===== src/logic/fsc_defines.vh =====
// Register indices, field positions and reset values of the synthesizer control bank.
`ifndef FSC_DEFINES_VH
`define FSC_DEFINES_VH
// ----------------------------------------
// Register indices, byte address is four times the index
// ----------------------------------------
`define FSC_IDX_FB_HIGH      10'h022
`define FSC_IDX_FB_LOW       10'h024
`define FSC_IDX_SEED_DLY     10'h025
`define FSC_IDX_DEN_HIGH     10'h026
`define FSC_IDX_DEN_LOW      10'h027
`define FSC_IDX_SEED_HIGH    10'h028
`define FSC_IDX_SEED_LOW     10'h029
`define FSC_IDX_NUM_HIGH     10'h02a
`define FSC_IDX_NUM_LOW      10'h02b
`define FSC_IDX_PWR_MOD      10'h02c
`define FSC_IDX_SRC_BOOST    10'h02d
`define FSC_IDX_SECOND_SRC   10'h02e
`define FSC_IDX_LOCK_KIND    10'h03b
`define FSC_IDX_LOCK_DLY     10'h03c
`define FSC_IDX_SETTLE_HIGH  10'h045
`define FSC_IDX_SETTLE_LOW   10'h046
`define FSC_IDX_SYNC_CTL     10'h047
`define FSC_IDX_STATUS       10'h048
`define FSC_IDX_ACC_HIGH     10'h049
`define FSC_IDX_ACC_LOW      10'h04a
// ----------------------------------------
// Field positions
// ----------------------------------------
`define FSC_SEED_EN_BIT      15
`define FSC_DLY_SEL_LSB      8
`define FSC_PWR1_LSB         8
`define FSC_PD2_BIT          7
`define FSC_PD1_BIT          6
`define FSC_MRST_BIT         5
`define FSC_SRC1_LSB         11
`define FSC_BOOST_LSB        9
// ----------------------------------------
// Reset values
// ----------------------------------------
`define FSC_RST_FB_DIV       19'h00064
`define FSC_RST_DLY_SEL      6'h02
`define FSC_RST_DEN          32'hffffffff
`define FSC_RST_PWR          6'h1f
`define FSC_RST_SRC          2'h1
`define FSC_RST_LOCK_DLY     16'h03e8
`define FSC_RST_SETTLE       32'h0000c350
// ----------------------------------------
// Codes
// ----------------------------------------
`define FSC_ORDER_MAX        3'h4
`define FSC_SRC_HIZ          2'h3
`define FSC_SRC_RSVD         2'h2
`endif


===== src/logic/fsc_control_regs.v =====
// APB register bank and control logic of a fractional-N synthesizer.
`timescale 1ns/10ps
`include "fsc_defines.vh"
module fsc_control_regs
(
   input  wire        i_clock,
   input  wire        i_reset_n,
   input  wire        i_psel,
   input  wire        i_penable,
   input  wire        i_pwrite,
   input  wire [11:0] i_paddr,
   input  wire [31:0] i_pwdata,
   input  wire        i_cal_done,
   input  wire        i_vtune_ok,
   input  wire        i_pd_tick,
   output wire        o_pready,
   output wire        o_pslverr,
   output reg  [31:0] o_prdata,
   output reg  [18:0] o_divide_integer,
   output reg  [31:0] o_fraction_num,
   output reg  [31:0] o_fraction_den,
   output reg  [31:0] o_seed_accum,
   output reg  [2:0]  o_modulator_order,
   output reg         o_modulator_reset,
   output reg  [5:0]  o_detector_delay_select,
   output reg  [5:0]  o_first_output_power,
   output reg  [5:0]  o_second_output_power,
   output reg  [1:0]  o_first_output_source,
   output reg  [1:0]  o_second_output_source,
   output reg         o_first_output_enable,
   output reg         o_second_output_enable,
   output reg  [1:0]  o_output_boost_sel,
   output reg         o_lock,
   output reg         o_divider_holdoff
);
// ----------------------------------------
// Register storage
// ----------------------------------------
reg [18:0] fb_div_reg;
reg        seed_apply_enable_reg;
reg [5:0]  detector_delay_select_reg;
reg [31:0] fraction_denominator_reg;
reg [15:0] seed_high_reg;
reg [15:0] seed_low_reg;
reg [31:0] fraction_numerator_reg;
reg [5:0]  first_output_power_reg;
reg        second_output_powerdown_reg;
reg        first_output_powerdown_reg;
reg        modulator_reset_ctl_reg;
reg [2:0]  modulator_order_sel_reg;
reg [1:0]  first_output_source_reg;
reg [1:0]  output_boost_sel_reg;
reg [5:0]  second_output_power_reg;
reg [1:0]  second_output_source_reg;
reg        lock_indicator_kind_reg;
reg [15:0] lock_indicator_delay_reg;
reg [31:0] post_reset_settle_count_reg;
reg        phase_sync_mode_reg;
reg [31:0] seed_accum_reg;
reg        mrst_prev_reg;
reg [31:0] settle_cnt_reg;
reg [15:0] lock_cnt_reg;
// ----------------------------------------
// Bus decode
// ----------------------------------------
wire [9:0] idx = i_paddr[11:2];
wire       wr_en = i_psel & i_penable & i_pwrite;
wire       setup = i_psel & ~i_penable;
reg        mapped;
reg [15:0] rd_val;
wire [2:0] order_eff;
wire       lock_cond;
wire       frac_on;
assign o_pready = 1'b1;
assign o_pslverr = i_psel & i_penable & ~mapped;
// Reserved order codes run the loop as integer, the safe choice.
assign order_eff = (modulator_order_sel_reg > `FSC_ORDER_MAX) ? 3'h0 :
                   modulator_order_sel_reg;
assign frac_on = ~modulator_reset_ctl_reg & (order_eff != 3'h0);
assign lock_cond = i_cal_done & (~lock_indicator_kind_reg | i_vtune_ok);
always @*
begin
   mapped = (i_paddr[1:0] == 2'h0);
   rd_val = 16'h0000;
   case (idx)
      `FSC_IDX_FB_HIGH:     rd_val = {13'h0000, fb_div_reg[18:16]};
      `FSC_IDX_FB_LOW:      rd_val = fb_div_reg[15:0];
      `FSC_IDX_SEED_DLY:    rd_val = {seed_apply_enable_reg, 1'b0,
                                      detector_delay_select_reg, 8'h00};
      `FSC_IDX_DEN_HIGH:    rd_val = fraction_denominator_reg[31:16];
      `FSC_IDX_DEN_LOW:     rd_val = fraction_denominator_reg[15:0];
      `FSC_IDX_SEED_HIGH:   rd_val = seed_high_reg;
      `FSC_IDX_SEED_LOW:    rd_val = seed_low_reg;
      `FSC_IDX_NUM_HIGH:    rd_val = fraction_numerator_reg[31:16];
      `FSC_IDX_NUM_LOW:     rd_val = fraction_numerator_reg[15:0];
      `FSC_IDX_PWR_MOD:     rd_val = {2'h0, first_output_power_reg,
                                      second_output_powerdown_reg,
                                      first_output_powerdown_reg,
                                      modulator_reset_ctl_reg, 2'h0,
                                      modulator_order_sel_reg};
      `FSC_IDX_SRC_BOOST:   rd_val = {3'h0, first_output_source_reg,
                                      output_boost_sel_reg, 3'h0,
                                      second_output_power_reg};
      `FSC_IDX_SECOND_SRC:  rd_val = {14'h0000, second_output_source_reg};
      `FSC_IDX_LOCK_KIND:   rd_val = {15'h0000, lock_indicator_kind_reg};
      `FSC_IDX_LOCK_DLY:    rd_val = lock_indicator_delay_reg;
      `FSC_IDX_SETTLE_HIGH: rd_val = post_reset_settle_count_reg[31:16];
      `FSC_IDX_SETTLE_LOW:  rd_val = post_reset_settle_count_reg[15:0];
      `FSC_IDX_SYNC_CTL:    rd_val = {15'h0000, phase_sync_mode_reg};
      `FSC_IDX_STATUS:      rd_val = {13'h0000, frac_on, o_divider_holdoff, o_lock};
      `FSC_IDX_ACC_HIGH:    rd_val = seed_accum_reg[31:16];
      `FSC_IDX_ACC_LOW:     rd_val = seed_accum_reg[15:0];
      default:              mapped = 1'b0;
   endcase
end
// ----------------------------------------
// Register writes and read data
// ----------------------------------------
always @(posedge i_clock or negedge i_reset_n)
begin
   if (!i_reset_n)
   begin
      o_prdata <= 32'h00000000;
      fb_div_reg <= `FSC_RST_FB_DIV;
      seed_apply_enable_reg <= 1'b0;
      detector_delay_select_reg <= `FSC_RST_DLY_SEL;
      fraction_denominator_reg <= `FSC_RST_DEN;
      seed_high_reg <= 16'h0000;
      seed_low_reg <= 16'h0000;
      fraction_numerator_reg <= 32'h00000000;
      first_output_power_reg <= `FSC_RST_PWR;
      second_output_powerdown_reg <= 1'b1;
      first_output_powerdown_reg <= 1'b0;
      modulator_reset_ctl_reg <= 1'b1;
      modulator_order_sel_reg <= 3'h0;
      first_output_source_reg <= `FSC_RST_SRC;
      output_boost_sel_reg <= 2'h0;
      second_output_power_reg <= `FSC_RST_PWR;
      second_output_source_reg <= `FSC_RST_SRC;
      lock_indicator_kind_reg <= 1'b1;
      lock_indicator_delay_reg <= `FSC_RST_LOCK_DLY;
      post_reset_settle_count_reg <= `FSC_RST_SETTLE;
      phase_sync_mode_reg <= 1'b0;
   end
   else
   begin
      if (setup)
      begin
         o_prdata <= mapped ? {16'h0000, rd_val} : 32'h00000000;
      end
      if (wr_en & mapped)
      begin
         case (idx)
            `FSC_IDX_FB_HIGH:    fb_div_reg[18:16] <= i_pwdata[2:0];
            `FSC_IDX_FB_LOW:     fb_div_reg[15:0] <= i_pwdata[15:0];
            `FSC_IDX_SEED_DLY:
            begin
               seed_apply_enable_reg <= i_pwdata[`FSC_SEED_EN_BIT];
               detector_delay_select_reg <= i_pwdata[`FSC_DLY_SEL_LSB+5:`FSC_DLY_SEL_LSB];
            end
            `FSC_IDX_DEN_HIGH:   fraction_denominator_reg[31:16] <= i_pwdata[15:0];
            `FSC_IDX_DEN_LOW:    fraction_denominator_reg[15:0] <= i_pwdata[15:0];
            `FSC_IDX_SEED_HIGH:  seed_high_reg <= i_pwdata[15:0];
            `FSC_IDX_SEED_LOW:   seed_low_reg <= i_pwdata[15:0];
            `FSC_IDX_NUM_HIGH:   fraction_numerator_reg[31:16] <= i_pwdata[15:0];
            `FSC_IDX_NUM_LOW:    fraction_numerator_reg[15:0] <= i_pwdata[15:0];
            `FSC_IDX_PWR_MOD:
            begin
               first_output_power_reg <= i_pwdata[`FSC_PWR1_LSB+5:`FSC_PWR1_LSB];
               second_output_powerdown_reg <= i_pwdata[`FSC_PD2_BIT];
               first_output_powerdown_reg <= i_pwdata[`FSC_PD1_BIT];
               modulator_reset_ctl_reg <= i_pwdata[`FSC_MRST_BIT];
               modulator_order_sel_reg <= i_pwdata[2:0];
            end
            `FSC_IDX_SRC_BOOST:
            begin
               first_output_source_reg <= i_pwdata[`FSC_SRC1_LSB+1:`FSC_SRC1_LSB];
               output_boost_sel_reg <= i_pwdata[`FSC_BOOST_LSB+1:`FSC_BOOST_LSB];
               second_output_power_reg <= i_pwdata[5:0];
            end
            `FSC_IDX_SECOND_SRC:  second_output_source_reg <= i_pwdata[1:0];
            `FSC_IDX_LOCK_KIND:   lock_indicator_kind_reg <= i_pwdata[0];
            `FSC_IDX_LOCK_DLY:    lock_indicator_delay_reg <= i_pwdata[15:0];
            `FSC_IDX_SETTLE_HIGH: post_reset_settle_count_reg[31:16] <= i_pwdata[15:0];
            `FSC_IDX_SETTLE_LOW:  post_reset_settle_count_reg[15:0] <= i_pwdata[15:0];
            `FSC_IDX_SYNC_CTL:    phase_sync_mode_reg <= i_pwdata[0];
            default:              phase_sync_mode_reg <= phase_sync_mode_reg;
         endcase
      end
   end
end
// ----------------------------------------
// Seed accumulator
// ----------------------------------------
// The low half commits the seed, so software writes the high half first.
always @(posedge i_clock or negedge i_reset_n)
begin
   if (!i_reset_n)
   begin
      seed_accum_reg <= 32'h00000000;
   end
   else if (modulator_reset_ctl_reg)
   begin
      seed_accum_reg <= 32'h00000000;
   end
   else if (wr_en & mapped & (idx == `FSC_IDX_SEED_LOW) & seed_apply_enable_reg)
   begin
      seed_accum_reg <= seed_accum_reg + {seed_high_reg, i_pwdata[15:0]};
   end
end
// ----------------------------------------
// Lock indicator and post-reset holdoff
// ----------------------------------------
always @(posedge i_clock or negedge i_reset_n)
begin
   if (!i_reset_n)
   begin
      lock_cnt_reg <= 16'h0000;
      o_lock <= 1'b0;
      mrst_prev_reg <= 1'b1;
      settle_cnt_reg <= 32'h00000000;
      o_divider_holdoff <= 1'b0;
   end
   else
   begin
      if (!lock_cond)
      begin
         lock_cnt_reg <= 16'h0000;
         o_lock <= 1'b0;
      end
      else if (lock_cnt_reg >= lock_indicator_delay_reg)
      begin
         o_lock <= 1'b1;
      end
      else if (i_pd_tick)
      begin
         lock_cnt_reg <= lock_cnt_reg + 16'h0001;
      end
      mrst_prev_reg <= modulator_reset_ctl_reg;
      // A count of zero or an integer order never holds, so integer users need not touch it.
      if (modulator_reset_ctl_reg)
      begin
         settle_cnt_reg <= 32'h00000000;
         o_divider_holdoff <= 1'b0;
      end
      else if (mrst_prev_reg & phase_sync_mode_reg & (order_eff != 3'h0) &
               (post_reset_settle_count_reg != 32'h00000000))
      begin
         settle_cnt_reg <= post_reset_settle_count_reg;
         o_divider_holdoff <= 1'b1;
      end
      else if (o_divider_holdoff & i_pd_tick)
      begin
         settle_cnt_reg <= settle_cnt_reg - 32'h00000001;
         if (settle_cnt_reg == 32'h00000001)
         begin
            o_divider_holdoff <= 1'b0;
         end
      end
   end
end
// ----------------------------------------
// Outputs to the analog core
// ----------------------------------------
always @(posedge i_clock or negedge i_reset_n)
begin
   if (!i_reset_n)
   begin
      o_divide_integer <= `FSC_RST_FB_DIV;
      o_fraction_num <= 32'h00000000;
      o_fraction_den <= `FSC_RST_DEN;
      o_seed_accum <= 32'h00000000;
      o_modulator_order <= 3'h0;
      o_modulator_reset <= 1'b1;
      o_detector_delay_select <= `FSC_RST_DLY_SEL;
      o_first_output_power <= `FSC_RST_PWR;
      o_second_output_power <= `FSC_RST_PWR;
      o_first_output_source <= `FSC_RST_SRC;
      o_second_output_source <= `FSC_RST_SRC;
      o_first_output_enable <= 1'b1;
      o_second_output_enable <= 1'b0;
      o_output_boost_sel <= 2'h0;
   end
   else
   begin
      o_divide_integer <= fb_div_reg;
      o_fraction_num <= frac_on ? fraction_numerator_reg : 32'h00000000;
      o_fraction_den <= fraction_denominator_reg;
      o_seed_accum <= seed_accum_reg;
      o_modulator_order <= frac_on ? order_eff : 3'h0;
      o_modulator_reset <= modulator_reset_ctl_reg;
      o_detector_delay_select <= detector_delay_select_reg;
      o_first_output_power <= first_output_power_reg;
      o_second_output_power <= second_output_power_reg;
      o_first_output_source <= first_output_source_reg;
      o_second_output_source <= second_output_source_reg;
      o_first_output_enable <= ~first_output_powerdown_reg &
                               (first_output_source_reg != `FSC_SRC_HIZ) &
                               (first_output_source_reg != `FSC_SRC_RSVD);
      o_second_output_enable <= ~second_output_powerdown_reg &
                                (second_output_source_reg != `FSC_SRC_HIZ);
      o_output_boost_sel <= output_boost_sel_reg;
   end
end
endmodule // fsc_control_regs


===== config.mk =====
export PLATFORM = sky130hd
export DESIGN_NAME = fsc_control_regs
export DESIGN_NICKNAME = d
export VERILOG_FILES = /design/src/logic/fsc_control_regs.v
export VERILOG_INCLUDE_DIRS = /design/src /design/src/logic
export SDC_FILE = /design/constraint.sdc
export NUM_CORES = 1
export LEC_CHECK = 0
export BUFFER_PORTS_ARGS = -buffer_cell sky130_fd_sc_hd__buf_2
export CAP_MARGIN = 20
export CORE_MARGIN = 2
export CORE_UTILIZATION = 25
export CTS_BUF_LIST = sky130_fd_sc_hd__clkbuf_4
export CTS_CLUSTER_SIZE = 28
export DETAILED_ROUTE_END_ITERATION = 12
export PLACE_DENSITY_LB_ADDON = 0.1
export SETUP_SLACK_MARGIN = 0.05
export SLEW_MARGIN = 20
export SYNTH_ARGS = -nofsm -noshare
export SYNTH_HDL_FRONTEND = slang
export SYNTH_SLANG_ARGS = --single-unit

===== constraint.sdc =====
create_clock -name i_clock -period 3.6 [get_ports i_clock]
set_clock_uncertainty 0.05 [all_clocks]
set_input_delay 0.72 -clock i_clock [delete_from_list [all_inputs] [get_ports i_clock]]
set_output_delay 0.72 -clock i_clock [all_outputs]
set_load 0.01 [all_outputs]

# After elaboration in Yosys (flattened, before gate mapping)
# Index checks and enable logic that the tools add are counted.
[totals] regBits=455 word_cells=145
[classes] addsub=3 magnitude_cmp=2 eq_ne=27 muxes=20 n_bitwise=23 reduce_logical=26
[ops] operator="case mux 16 bit (20 select lines)" count=1
[ops] operator="2-to-1 mux 32 bit" count=6
[ops] operator="== test 10 x 6 -> 1 bit (second input constant)" count=14
[ops] operator="2-to-1 mux 16 bit" count=4
[ops] operator="== test 10 x 7 -> 1 bit (second input constant)" count=6
[ops] operator="AND reduction 2 bit" count=19
[ops] operator="adder 32 bit" count=1
[ops] operator="== test 32 x 1 -> 1 bit (second input constant)" count=1
[ops] operator="nonzero test 32 bit" count=1
[ops] operator="subtractor 32 x 1 -> 32 bit (second input constant)" count=1
[ops] operator="OR reduction 20 bit" count=1
[ops] operator="adder 16 x 1 -> 16 bit (second input constant)" count=1
[ops] operator="bitwise AND 1 bit" count=16
[ops] operator="greater-or-equal comparator 16 bit" count=1
[ops] operator="!= test 2 bit (second input constant)" count=5
[ops] operator="nonzero test 3 bit" count=3
[ops] operator="2-to-1 mux 1 bit" count=7
[ops] operator="2-to-1 mux 3 bit" count=2
[ops] operator="inverter 1 bit" count=6
[ops] operator="greater-than comparator 3 bit (second input constant)" count=1
[ops] operator="logical NOT 2 bit" count=1
[ops] operator="!= test 2 x 1 -> 1 bit (second input constant)" count=1
[ops] operator="nonzero test 2 bit" count=1
[ops] operator="bitwise OR 1 bit" count=1

# Depth between registers and ports, before layout
# Gate-level depths: netlist of run 1.
[logic_depth] depth_word=8 mapped_depth=13

# Worst setup path after synthesis of run 1
# OpenSTA, ideal clock, no wires.
[synth_timing] kind="input to output" from="input port i_paddr[5]" to="output port o_pslverr" t_arrival_ns=2.489 slack_ns=0.341 stages=7 path_buffers=2 path_cell_list="buf_6 nor2b_4 a22o_1 a31o_1 o41ai_4 clkbuf_1 nor2b_1"
[synth_between] elab_chain_len=5 word_cells_on_any_way=24
[synth_lines] element="start: declaration" line_no="fsc_control_regs.v:11" source="input wire [11:0] i_paddr,"
[synth_lines] element="== test 10 x 6 -> 1 bit / == test 10 x 7 -> 1 bit (equally long branches)" line_no="fsc_control_regs.v:85" source="case (idx)"
[synth_lines] element="OR reduction 20 bit (no source line) *"
[synth_lines] element="2-to-1 mux 1 bit *" line_no="fsc_control_regs.v:85"
[synth_lines] element="inverter 1 bit *" line_no="fsc_control_regs.v:75" source="assign o_pslverr = i_psel & i_penable & ~mapped;"
[synth_lines] element="bitwise AND 1 bit *" line_no="fsc_control_regs.v:75"
[synth_lines] element="end: declaration" line_no="fsc_control_regs.v:17" source="output wire o_pslverr,"
# Every way passes the cells marked *; elsewhere a longest branch is shown, timed or not.

# Final worst setup path of run 1
# Same ends and word-level chain as after synthesis.

==> results.sh, run 1 <==
export IMPL_status="completed"
export IMPL_r2r_end="seed_accum_reg[31]$_DFFE_PN0P_"
export IMPL_path_buf_inv=3
export IMPL_hold_viol=0
export IMPL_cp_arrival_ns=2.62
export IMPL_slowest_stage="o41ai_4"
export IMPL_async_flop_share_pct=100.0
export IMPL_synth_xor_area_share_pct=2.554
export IMPL_vias=15435
export IMPL_synth_mux_area_share_pct=11.51
export IMPL_wl_um=77770
export IMPL_rr_startpoint="seed_accum_reg[14]$_DFFE_PN0P_"
export IMPL_synth_top_cell_area_share_pct=41.01
export IMPL_die_w_um=286.1
export IMPL_yosys_warnings=0
export IMPL_clk_latency_ns=0.95
export IMPL_ff2ff_path_depth=11
export IMPL_path_cells="buf_2 -> and4b_1 -> nand2_1 -> nor3_1 -> a31o_1 -> o41ai_4 -> buf_4 -> nor2b_1 -> buf_2"
export IMPL_dp_hpwl_um=56740
export IMPL_routedWlPerCell_um=24.20
export IMPL_synth_area_mm2=0.01989
export IMPL_synth_cell_types=76
export IMPL_numPortBuffers=199
export IMPL_layoutNonFillerInstCount=3214
export IMPL_drtPass1Iterations=5
export IMPL_peakVddDrop_uv=232.4
export IMPL_num_rows=103
export IMPL_period_needed_ns=3.386
export IMPL_nNetsFinal=2160
export IMPL_grt_overflow=0
export IMPL_die_h_um=286.1
export IMPL_startpoint_type="input pin"
export IMPL_yosys_top_cells_area="dfrtp_1 41%, dfstp_2 15%, mux2_2 8.9%, ha_1 3.1%, nand2_1 2.5%"
export IMPL_core_region_area_mm2=0.07887
export IMPL_placedCellCount=2974
export IMPL_netlist_instances=1674
export IMPL_numCtsBuffers=130
export IMPL_crit_end="o_pslverr"
export IMPL_synth_edf_count=0
export IMPL_drive_above_1_share_pct=40.06
export IMPL_crit_type="input pin to output pin"
export IMPL_worstMarginPinSlew_ns=0.8480
export IMPL_initial_core_util_pct=25.22
export IMPL_viasPerCell=4.802
export IMPL_synth_top_family_by_area="compound AO/OA/AOI/OAI gates"
export IMPL_synth_compound_area_share_pct=12.06
export IMPL_regToRegSetupSlack_ns=0.42
export IMPL_fin_setup_tns_ns=0
export IMPL_max_clock_freq_ghz=0.2953
export IMPL_ys_flop_type="dfrtp_1"
export IMPL_max_slew_margin_pct=43.46
export IMPL_antenna_found_initial=6
export IMPL_cp_required_ns=2.83
export IMPL_synth_top_area_cell="dfrtp_1"
export IMPL_crit_start="i_paddr[5]"
export IMPL_grt_use_total_pct=19.08
export IMPL_finalPower_mw=10.69
export IMPL_grt_max_degree=84
export IMPL_cts_setup_buffers=0
export IMPL_ant_nets=0
export IMPL_grt_pass1_wl_um=113000
export IMPL_place_congestion=0.8612
export IMPL_htree_levels=4
export IMPL_cts_root_buf="clkbuf_4"
export IMPL_synth_commonest_cells="326 x dfrtp_1, 158 x mux2_2, 135 x nand2_1"
export IMPL_cts_resized=0
export IMPL_setup_viol=0
export IMPL_pin_count=233
export IMPL_slew_violations=0
export IMPL_grt_pass1_vias=16024
export IMPL_crit_family="simple AND/OR/NAND/NOR gates"
export IMPL_max_cap_violations=0
export IMPL_route_detailed_drc=0
export IMPL_cellPowerDensity_mw_per_mm2=429.1
export IMPL_final_period_utilization_pct=94.07
export IMPL_yosys_area_share_simple_pct=11.31
export IMPL_synth_most_common_cell="dfrtp_1"
export IMPL_clk_path_buf_depth=3
export IMPL_rsz0062_at_grt="no"
export IMPL_die_area_mm2=0.08184
export IMPL_path_depth=9
export IMPL_cts_tree="built"
export IMPL_slowest_delay_ns=0.36
export IMPL_crit_fanout=9
export IMPL_clkSlewWorstSetupHoldPaths_ns=0.07
export IMPL_first_iter_violations=1024
export IMPL_hold_buffers=1
export IMPL_crit_top_cell="buf_2"
export IMPL_avgSynthCellArea_um2=11.88
export IMPL_cts_sinks=439
export IMPL_critPathCaptureType="output pin"
export IMPL_synthAdderAreaFrac_pct=3.245
export IMPL_syn2layout_area_growth_pct=25.28
export IMPL_ys_seq_area_share_pct=55.93
export IMPL_worstHoldPathType="input pin to flop"
export IMPL_ys_seq_elements=439
export IMPL_p_leak_nw=12.17
## per-stage QoR
step                setup slack [ns]  area [um2]  hold WS [ns]  util [%]
finish                        0.2135       24920        0.2070     31.60
global route                  0.1066       24920        0.1210     31.59
CTS                           0.2173       24920       0.07462     31.59
detailed placement           0.05066       23120        0.3149     29.31
global placement             0.05775       23120        0.3145     29.31
floorplan                     0.3411       19950        0.3074         -
## power by group
| group | switching (mW) | leakage [nW] | internal [mW] |
|---|---|---|---|
| clock | 2.33 | 1.04 | 2.85 |
| combinational | 0.331 | 5.53 | 0.161 |
| sequential | 0.0425 | 5.59 | 4.98 |
| total | 2.70 | 12.2 | 7.99 |
## placed cells by master (no fill, tap or decap), types with 32 or more instances in the layout
cell type  synthesis  final
a21oi_1           80     80
nor2_1           104    104
clkbuf_4           0    209
and3_1            44     44
xnor2_1           34     33
o21ai_0           37     37
buf_2              5    198
buf_4             24    116
nand2_1          135    135
dfrtp_1          326    326
mux2_1            40     40
dfstp_2          113    113
inv_1             32     32
ha_1              50     50
mux2_2           158    158
a222oi_1          32     32
## logic make-up after synthesis
group,Yosys count
other,2
flip-flops,439
multiplexers,204
AND/OR/NAND/NOR,449
adder cells (fa/ha/maj),51
AO/OA/AOI/OAI,335
XOR/XNOR,58
buffers and inverters,136
## cell type report
type / count / area (um2)
clock inverters: 28 / 217.7
repair buffers: 340 / 2367
inverters: 32 / 120.1
well taps: 1050 / 1314
diodes: 2 / 5.005
clock buffers: 209 / 1569
flip-flops and latches: 439 / 11130
multi-input cells: 1114 / 8202
fillers: 8189 / 53950
## routing by layer
metal / vias up / global-route usage [%] / share of wire, %
li1: 6968 / - / -
met1: 7844 / 25.15 / 45
met2: 493 / 30.60 / 47
met3: 130 / 4.155 / 5.4
met4: 0 / 7.212 / 2.9
met5: - / 0 / 0
## how the worst min path moves through the flow
stage	end	cells past startpoint	from	slack (ns)
2_1_floorplan	o_second_output_power[3]$_DFF_PN1_	0	second_output_power_reg[3]$_DFFE_PN1P_	0.31
3_3_place_gp	o_detector_delay_select[1]$_DFF_PN1_	0	detector_delay_select_reg[1]$_DFFE_PN1P_	0.31
3_5_place_dp	o_fraction_den[21]$_DFF_PN1_	0	fraction_denominator_reg[21]$_DFFE_PN1P_	0.31
4_1_cts	lock_cnt_reg[0]$_DFFE_PN0P_	4	i_cal_done	0.07
5_1_grt	lock_cnt_reg[0]$_DFFE_PN0P_	4	i_cal_done	0.12
6_report	lock_cnt_reg[0]$_DFFE_PN0P_	4	i_cal_done	0.21
## tightest hold or removal path: cells and delay by family
kind | cells | cell delay [ns]
simple gates | 1 | 0.12
buf+inv | 2 | 0.27
compound gates | 1 | 0.05
(Power assumes the default switching activity.)
==> run 2, diff against run 1 <==
==> constraint.sdc (replaced) <==
create_clock -name i_clock -period 2.8 [get_ports i_clock]
set_clock_uncertainty 0.05 [all_clocks]
set_input_delay 0.56 -clock i_clock [delete_from_list [all_inputs] [get_ports i_clock]]
set_output_delay 0.56 -clock i_clock [all_outputs]
set_load 0.01 [all_outputs]
==> results.sh, run 2 (same netlist as run 1, synthesis figures left out) <==
export IMPL_status="finished, violations left"
export IMPL_violations="setup timing"
export IMPL_startpoint_type="input pin"
export IMPL_path_cells="buf_8 -> buf_6 -> and4b_1 -> nand2_2 -> buf_4 -> nor3_1 -> a31o_1 -> o41ai_4 -> buf_12 -> nor2b_4 -> buf_6"
export IMPL_viasPerCell=4.766
export IMPL_die_h_um=286.1
export IMPL_fin_area_mm2=0.02710
export IMPL_use_met2_pct=31.83
export IMPL_cts_sinks=439
export IMPL_numCtsBuffers=133
export IMPL_fin_ws_ns=-0.1227
export IMPL_slew_violations=0
export IMPL_crit_fanout=2
export IMPL_clkSlewWorstSetupHoldPaths_ns=0.07
export IMPL_ant_nets=0
export IMPL_p_int_mw=10.11
export IMPL_period_needed_ns=2.923
export IMPL_nNetsFinal=2356
export IMPL_place_ws_ns=-0.4573
export IMPL_worstMarginPinSlew_ns=0.9410
export IMPL_core_region_area_mm2=0.07887
export IMPL_grt_max_degree=84
export IMPL_rr_startpoint="lock_indicator_delay_reg[9]$_DFFE_PN1P_"
export IMPL_drive_above_1_share_pct=47.50
export IMPL_grt_overflow=0
export IMPL_final_cell_mix="321 x dfrtp_1, 273 x buf_4, 194 x clkbuf_4, 193 x buf_2, 158 x mux2_2"
export IMPL_drtPass1Iterations=5
export IMPL_final_common_cell="dfrtp_1"
export IMPL_route_detailed_drc=0
export IMPL_p_seq_share_pct=47.4
export IMPL_htree_levels=4
export IMPL_clk_latency_ns=0.98
export IMPL_numPortBuffers=199
export IMPL_path_buf_inv=5
export IMPL_slowest_stage="o41ai_4"
export IMPL_placed_cell_area_mm2=0.02457
export IMPL_clkPwrFrac_pct=47.6
export IMPL_grt_use_met1_pct=25.73
export IMPL_fin_setup_tns_ns=-0.1227
export IMPL_num_rows=103
export IMPL_max_clock_freq_ghz=0.3422
export IMPL_die_w_um=286.1
export IMPL_cellPowerDensity_mw_per_mm2=503.0
export IMPL_combinationalPowerShare_pct=5.0
export IMPL_rsz0062_at_grt="yes"
export IMPL_cts_tree="built"
export IMPL_grt_util_met3_pct=5.064
export IMPL_switching_power_mw=3.518
export IMPL_first_iter_violations=1054
export IMPL_max_cap_violations=0
export IMPL_dp_hpwl_um=59760
export IMPL_finalPower_mw=13.63
export IMPL_grt_pass1_vias=17150
export IMPL_p_leak_nw=13.33
export IMPL_crit_family="compound AO/OA/AOI/OAI gates"
export IMPL_antenna_found_initial=9
export IMPL_slowest_delay_ns=0.50
export IMPL_peakVddDrop_uv=290.5
export IMPL_routedWlPerCell_um=23.68
export IMPL_switching_share_pct=25.80
export IMPL_grt_pass1_wl_um=118000
export IMPL_worstHoldPathType="input pin to flop"
export IMPL_crit_start="i_paddr[6]"
export IMPL_vias=16265
export IMPL_grt_busiest_layer="met2"
export IMPL_die_area_mm2=0.08184
export IMPL_clk_path_buf_depth=3
export IMPL_place_congestion=0.8340
export IMPL_crit_top_cell="buf_6"
export IMPL_initial_core_util_pct=25.22
export IMPL_cp_arrival_ns=2.31
export IMPL_layoutNonFillerInstCount=3413
export IMPL_holdCritStartpoint="i_penable"
export IMPL_crit_type="input pin to output pin"
export IMPL_cp_required_ns=2.19
export IMPL_max_slew_margin_pct=37.27
export IMPL_final_period_utilization_pct=104.4
export IMPL_setup_viol=1
export IMPL_placedCellCount=3130
export IMPL_pin_count=233
export IMPL_wl_um=80820
export IMPL_grt_use_total_pct=19.83
export IMPL_critPathCaptureType="output pin"
export IMPL_cts_root_buf="clkbuf_4"
export IMPL_hold_viol=0
export IMPL_syn2layout_area_growth_pct=36.24
==> run 2: area by class of cell <==
cell class              count  area (um2)
diodes                      7       17.52
clock buffers             194        1456
clock inverters            44       275.3
fillers                  8137       51770
inverters                  32       120.1
multi-input cells        1114        8688
flip-flops and latches    439       11130
well taps                1050        1314
repair buffers            533        4096
==> run 2: power groups by stage <==
stage	registers (mW)	logic (mW)	clock network, mW
finish	6.47	0.681	6.48
global placement	6.57	0.654	0
CTS	6.46	0.694	6.77
floorplan	6.56	0.282	0
detailed placement	6.57	0.661	0
global route	6.47	0.752	7.16
==> run 2: per-layer routing <==
| layer | vias up | part of all wire, % |
|---|---|---|
| met1 | 8246 | 44 |
| met2 | 526 | 47 |
| met3 | 131 | 6.3 |
| met5 | - | 0.016 |
| met4 | 2 | 2.9 |
| li1 | 7360 | - |
==> run 2: worst paths after layout <==
| check | end | slack [ns] | cells after the start |
|---|---|---|---|
| max | o_pslverr | -0.12 | 11 |
| min | o_prdata[4]$_DFFE_PN0P_ | 0.11 | 4 |
| max reg2reg | lock_cnt_reg[11]$_DFFE_PN0P_ | 0.04 | 11 |
| min reg2reg | o_fraction_den[14]$_DFF_PN1_ | 0.30 | 0 |
| max in group asynchronous | o_fraction_num[17]$_DFF_PN0_ | 0.95 | 4 |
| min in group asynchronous | fb_div_reg[18]$_DFFE_PN0P_ | 0.59 | 3 |
==> run 2: what timing repair did <==
item	in CTS	in global routing
setup buffers	26	4
resized for setup	48	43
endpoints found under the setup margin	24	69
pin swaps	25	34
gates cloned	1	0
endpoints found under the hold margin	370	0
hold buffers	13	0
==> run 2: through the flow <==
step | util (%) | hold slack (ns)
floorplan | - | 0.2144
detailed placement | 31.16 | 0.3143
global route | 34.36 | 0.04299
global placement | 31.16 | 0.3156
CTS | 34.12 | 0.002915
finish | 34.36 | 0.1067
==> run 2: worst register-to-register path, stage by stage (launching register included) <==
cell and delay, ns:
dfstp_2 0.55, inv_2 0.05, ha_4 0.21, a21o_1 0.16, a211o_1 0.32, or2_0 0.24
a21o_1 0.21, a21boi_2 0.17, buf_6 0.15, nand3_2 0.08, or3_1 0.34, a21oi_2 0.15
==> run 3, diff against run 2 <==
--- a/config.mk
+++ b/config.mk
@@ -14,6 +14,7 @@
 export CTS_CLUSTER_SIZE = 28
 export DETAILED_ROUTE_END_ITERATION = 12
 export PLACE_DENSITY_LB_ADDON = 0.1
+export REMOVE_ABC_BUFFERS = 1
 export SETUP_SLACK_MARGIN = 0.05
 export SLEW_MARGIN = 20
 export SYNTH_ARGS = -nofsm -noshare
==> results.sh, run 3 (same netlist as run 1, synthesis figures left out) <==
export IMPL_grt_overflow=0
export IMPL_die_h_um=286.1
export IMPL_grt_use_total_pct=19.74
export IMPL_period_needed_ns=2.739
export IMPL_grt_use_met1_pct=26.83
export IMPL_slew_violations=0
export IMPL_core_region_area_mm2=0.07887
export IMPL_fin_ws_ns=0.06143
export IMPL_die_w_um=286.1
export IMPL_cts_tree="built"
export IMPL_grt_max_degree=74
export IMPL_grt_pass1_wl_um=117800
export IMPL_p_seq_share_pct=46.8
export IMPL_viasPerCell=4.721
export IMPL_nNetsFinal=2326
export IMPL_numCtsBuffers=132
export IMPL_place_ws_ns=-0.5927
export IMPL_routedWlPerCell_um=23.75
export IMPL_drtPass1Iterations=5
export IMPL_cp_arrival_ns=3.52
export IMPL_die_area_mm2=0.08184
export IMPL_clkPwrFrac_pct=48.6
export IMPL_switching_power_mw=3.431
export IMPL_final_period_utilization_pct=97.81
export IMPL_clk_latency_ns=0.94
export IMPL_clkSlewWorstSetupHoldPaths_ns=0.06
export IMPL_status="completed"
export IMPL_rsz0062_at_grt="yes"
export IMPL_wl_um=80300
export IMPL_max_clock_freq_ghz=0.3652
export IMPL_regToRegSetupSlack_ns=0.06
export IMPL_numPortBuffers=199
export IMPL_cts_root_buf="clkbuf_4"
export IMPL_ant_nets=0
export IMPL_p_int_mw=10.39
export IMPL_setup_viol=0
export IMPL_place_congestion=0.8579
export IMPL_ff2ff_path_depth=10
export IMPL_critPathCaptureType="flop"
export IMPL_htree_levels=4
export IMPL_worstHoldPathType="input pin to asynchronous set/reset pin"
export IMPL_startpoint_type="flop"
export IMPL_switching_share_pct=24.83
export IMPL_final_common_cell="dfrtp_1"
export IMPL_combinationalPowerShare_pct=4.7
export IMPL_peakVddDrop_uv=264.6
export IMPL_cellPowerDensity_mw_per_mm2=518.8
export IMPL_cp_required_ns=3.58
export IMPL_worstMarginPinSlew_ns=0.7488
export IMPL_first_iter_violations=974
export IMPL_grt_util_met3_pct=3.174
export IMPL_vias=15961
export IMPL_syn2layout_area_growth_pct=33.91
export IMPL_use_met2_pct=31.79
export IMPL_final_cell_mix="326 x dfrtp_1, 269 x buf_4, 197 x buf_2, 195 x clkbuf_4, 158 x mux2_2"
export IMPL_dp_hpwl_um=60680
export IMPL_antenna_found_initial=11
export IMPL_grt_busiest_layer="met2"
export IMPL_max_cap_violations=0
export IMPL_initial_core_util_pct=25.22
export IMPL_hold_viol=0
export IMPL_crit_type="flop to flop"
export IMPL_fin_util_pct=33.77
export IMPL_p_leak_nw=13.12
export IMPL_drive_above_1_share_pct=45.83
export IMPL_rr_startpoint="seed_accum_reg[22]$_DFFE_PN0P_"
export IMPL_num_rows=103
export IMPL_clk_path_buf_depth=3
export IMPL_cts_sinks=439
export IMPL_crit_fanout=2
export IMPL_max_slew_margin_pct=50.08
export IMPL_pin_count=233
export IMPL_route_detailed_drc=0
export IMPL_r2r_end="seed_accum_reg[31]$_DFFE_PN0P_"
export IMPL_grt_pass1_vias=16976
## run 3: how the worst max path moves through the flow
stage                                            from                              to  slack (ns)  cells after the start
2_1_floorplan  modulator_order_sel_reg[2]$_DFFE_PN0P_  settle_cnt_reg[30]$_DFFE_PN0P_       -1.85                      7
3_3_place_gp                              i_pwdata[0]  seed_accum_reg[26]$_DFFE_PN0P_       -0.57                     13
3_5_place_dp                              i_pwdata[0]  seed_accum_reg[26]$_DFFE_PN0P_       -0.59                     13
4_1_cts                seed_accum_reg[22]$_DFFE_PN0P_  seed_accum_reg[31]$_DFFE_PN0P_        0.05                     10
5_1_grt                seed_accum_reg[11]$_DFFE_PN0P_  seed_accum_reg[31]$_DFFE_PN0P_       -0.04                     10
6_report               seed_accum_reg[22]$_DFFE_PN0P_  seed_accum_reg[31]$_DFFE_PN0P_        0.06                     10
## run 3: metrics by stage
| step | hold WS, ns | area [um2] | TNS (ns) | instances | total power [mW] |
|---|---|---|---|---|---|
| after floorplan | 0.2144 | 19400 | -232.31 | 1585 | 6.784 |
| after global placement | 0.3156 | 24330 | -50.47 | 3123 | 7.209 |
| after detailed placement | 0.3167 | 24330 | -49.83 | 3123 | 7.213 |
| after CTS | 0.001988 | 26330 | 0 | 3370 | 14.11 |
| after global routing | 0.05342 | 26630 | -0.07878 | 3379 | 14.51 |
| final | 0.1183 | 26640 | 0 | 3381 | 13.82 |
## run 3: layout make-up
class	instances	area [um2]
Fill cell	8100	52230
Tap cell	1050	1314
Clock inverter	44	347.8
Clock buffer	195	1464
Multi-Input combinational cell	1114	8553
Antenna cell	3	7.507
Inverter	32	120.1
Timing Repair Buffer	504	3705
Sequential cell	439	11130
## run 3: what timing repair did
item	4_1_cts	5_1_grt
hold endpoints to repair	349	0
setup buffers	5	8
resized for setup	19	46
endpoints found under the setup margin	17	30
gates cloned	0	0
hold buffers	3	0
pin swaps	8	28
## run 3: power groups by stage
stage	logic (mW)	registers [mW]	clock network, mW
after floorplan	0.224	6.56	0
after global placement	0.638	6.57	0
after detailed placement	0.643	6.57	0
after CTS	0.653	6.46	6.99
after global routing	0.725	6.46	7.32
final	0.645	6.46	6.71
## run 3: worst max-delay path: stages (launching register included)
cell      delay, ns
dfrtp_1        0.41
ha_4           0.25
a21o_1         0.17
a21o_1         0.19
a21o_1         0.19
or3b_4         0.38
a211o_1        0.26
nand3b_1       0.13
a31oi_2        0.10
or4_1          0.41
a21oi_1        0.13
## run 3: routing by layer
| metal | share of wire (%) | vias up |
|---|---|---|
| li1 | - | 7296 |
| met1 | 46 | 8107 |
| met2 | 47 | 431 |
| met3 | 4.2 | 127 |
| met4 | 2.6 | 0 |
| met5 | 0 | - |
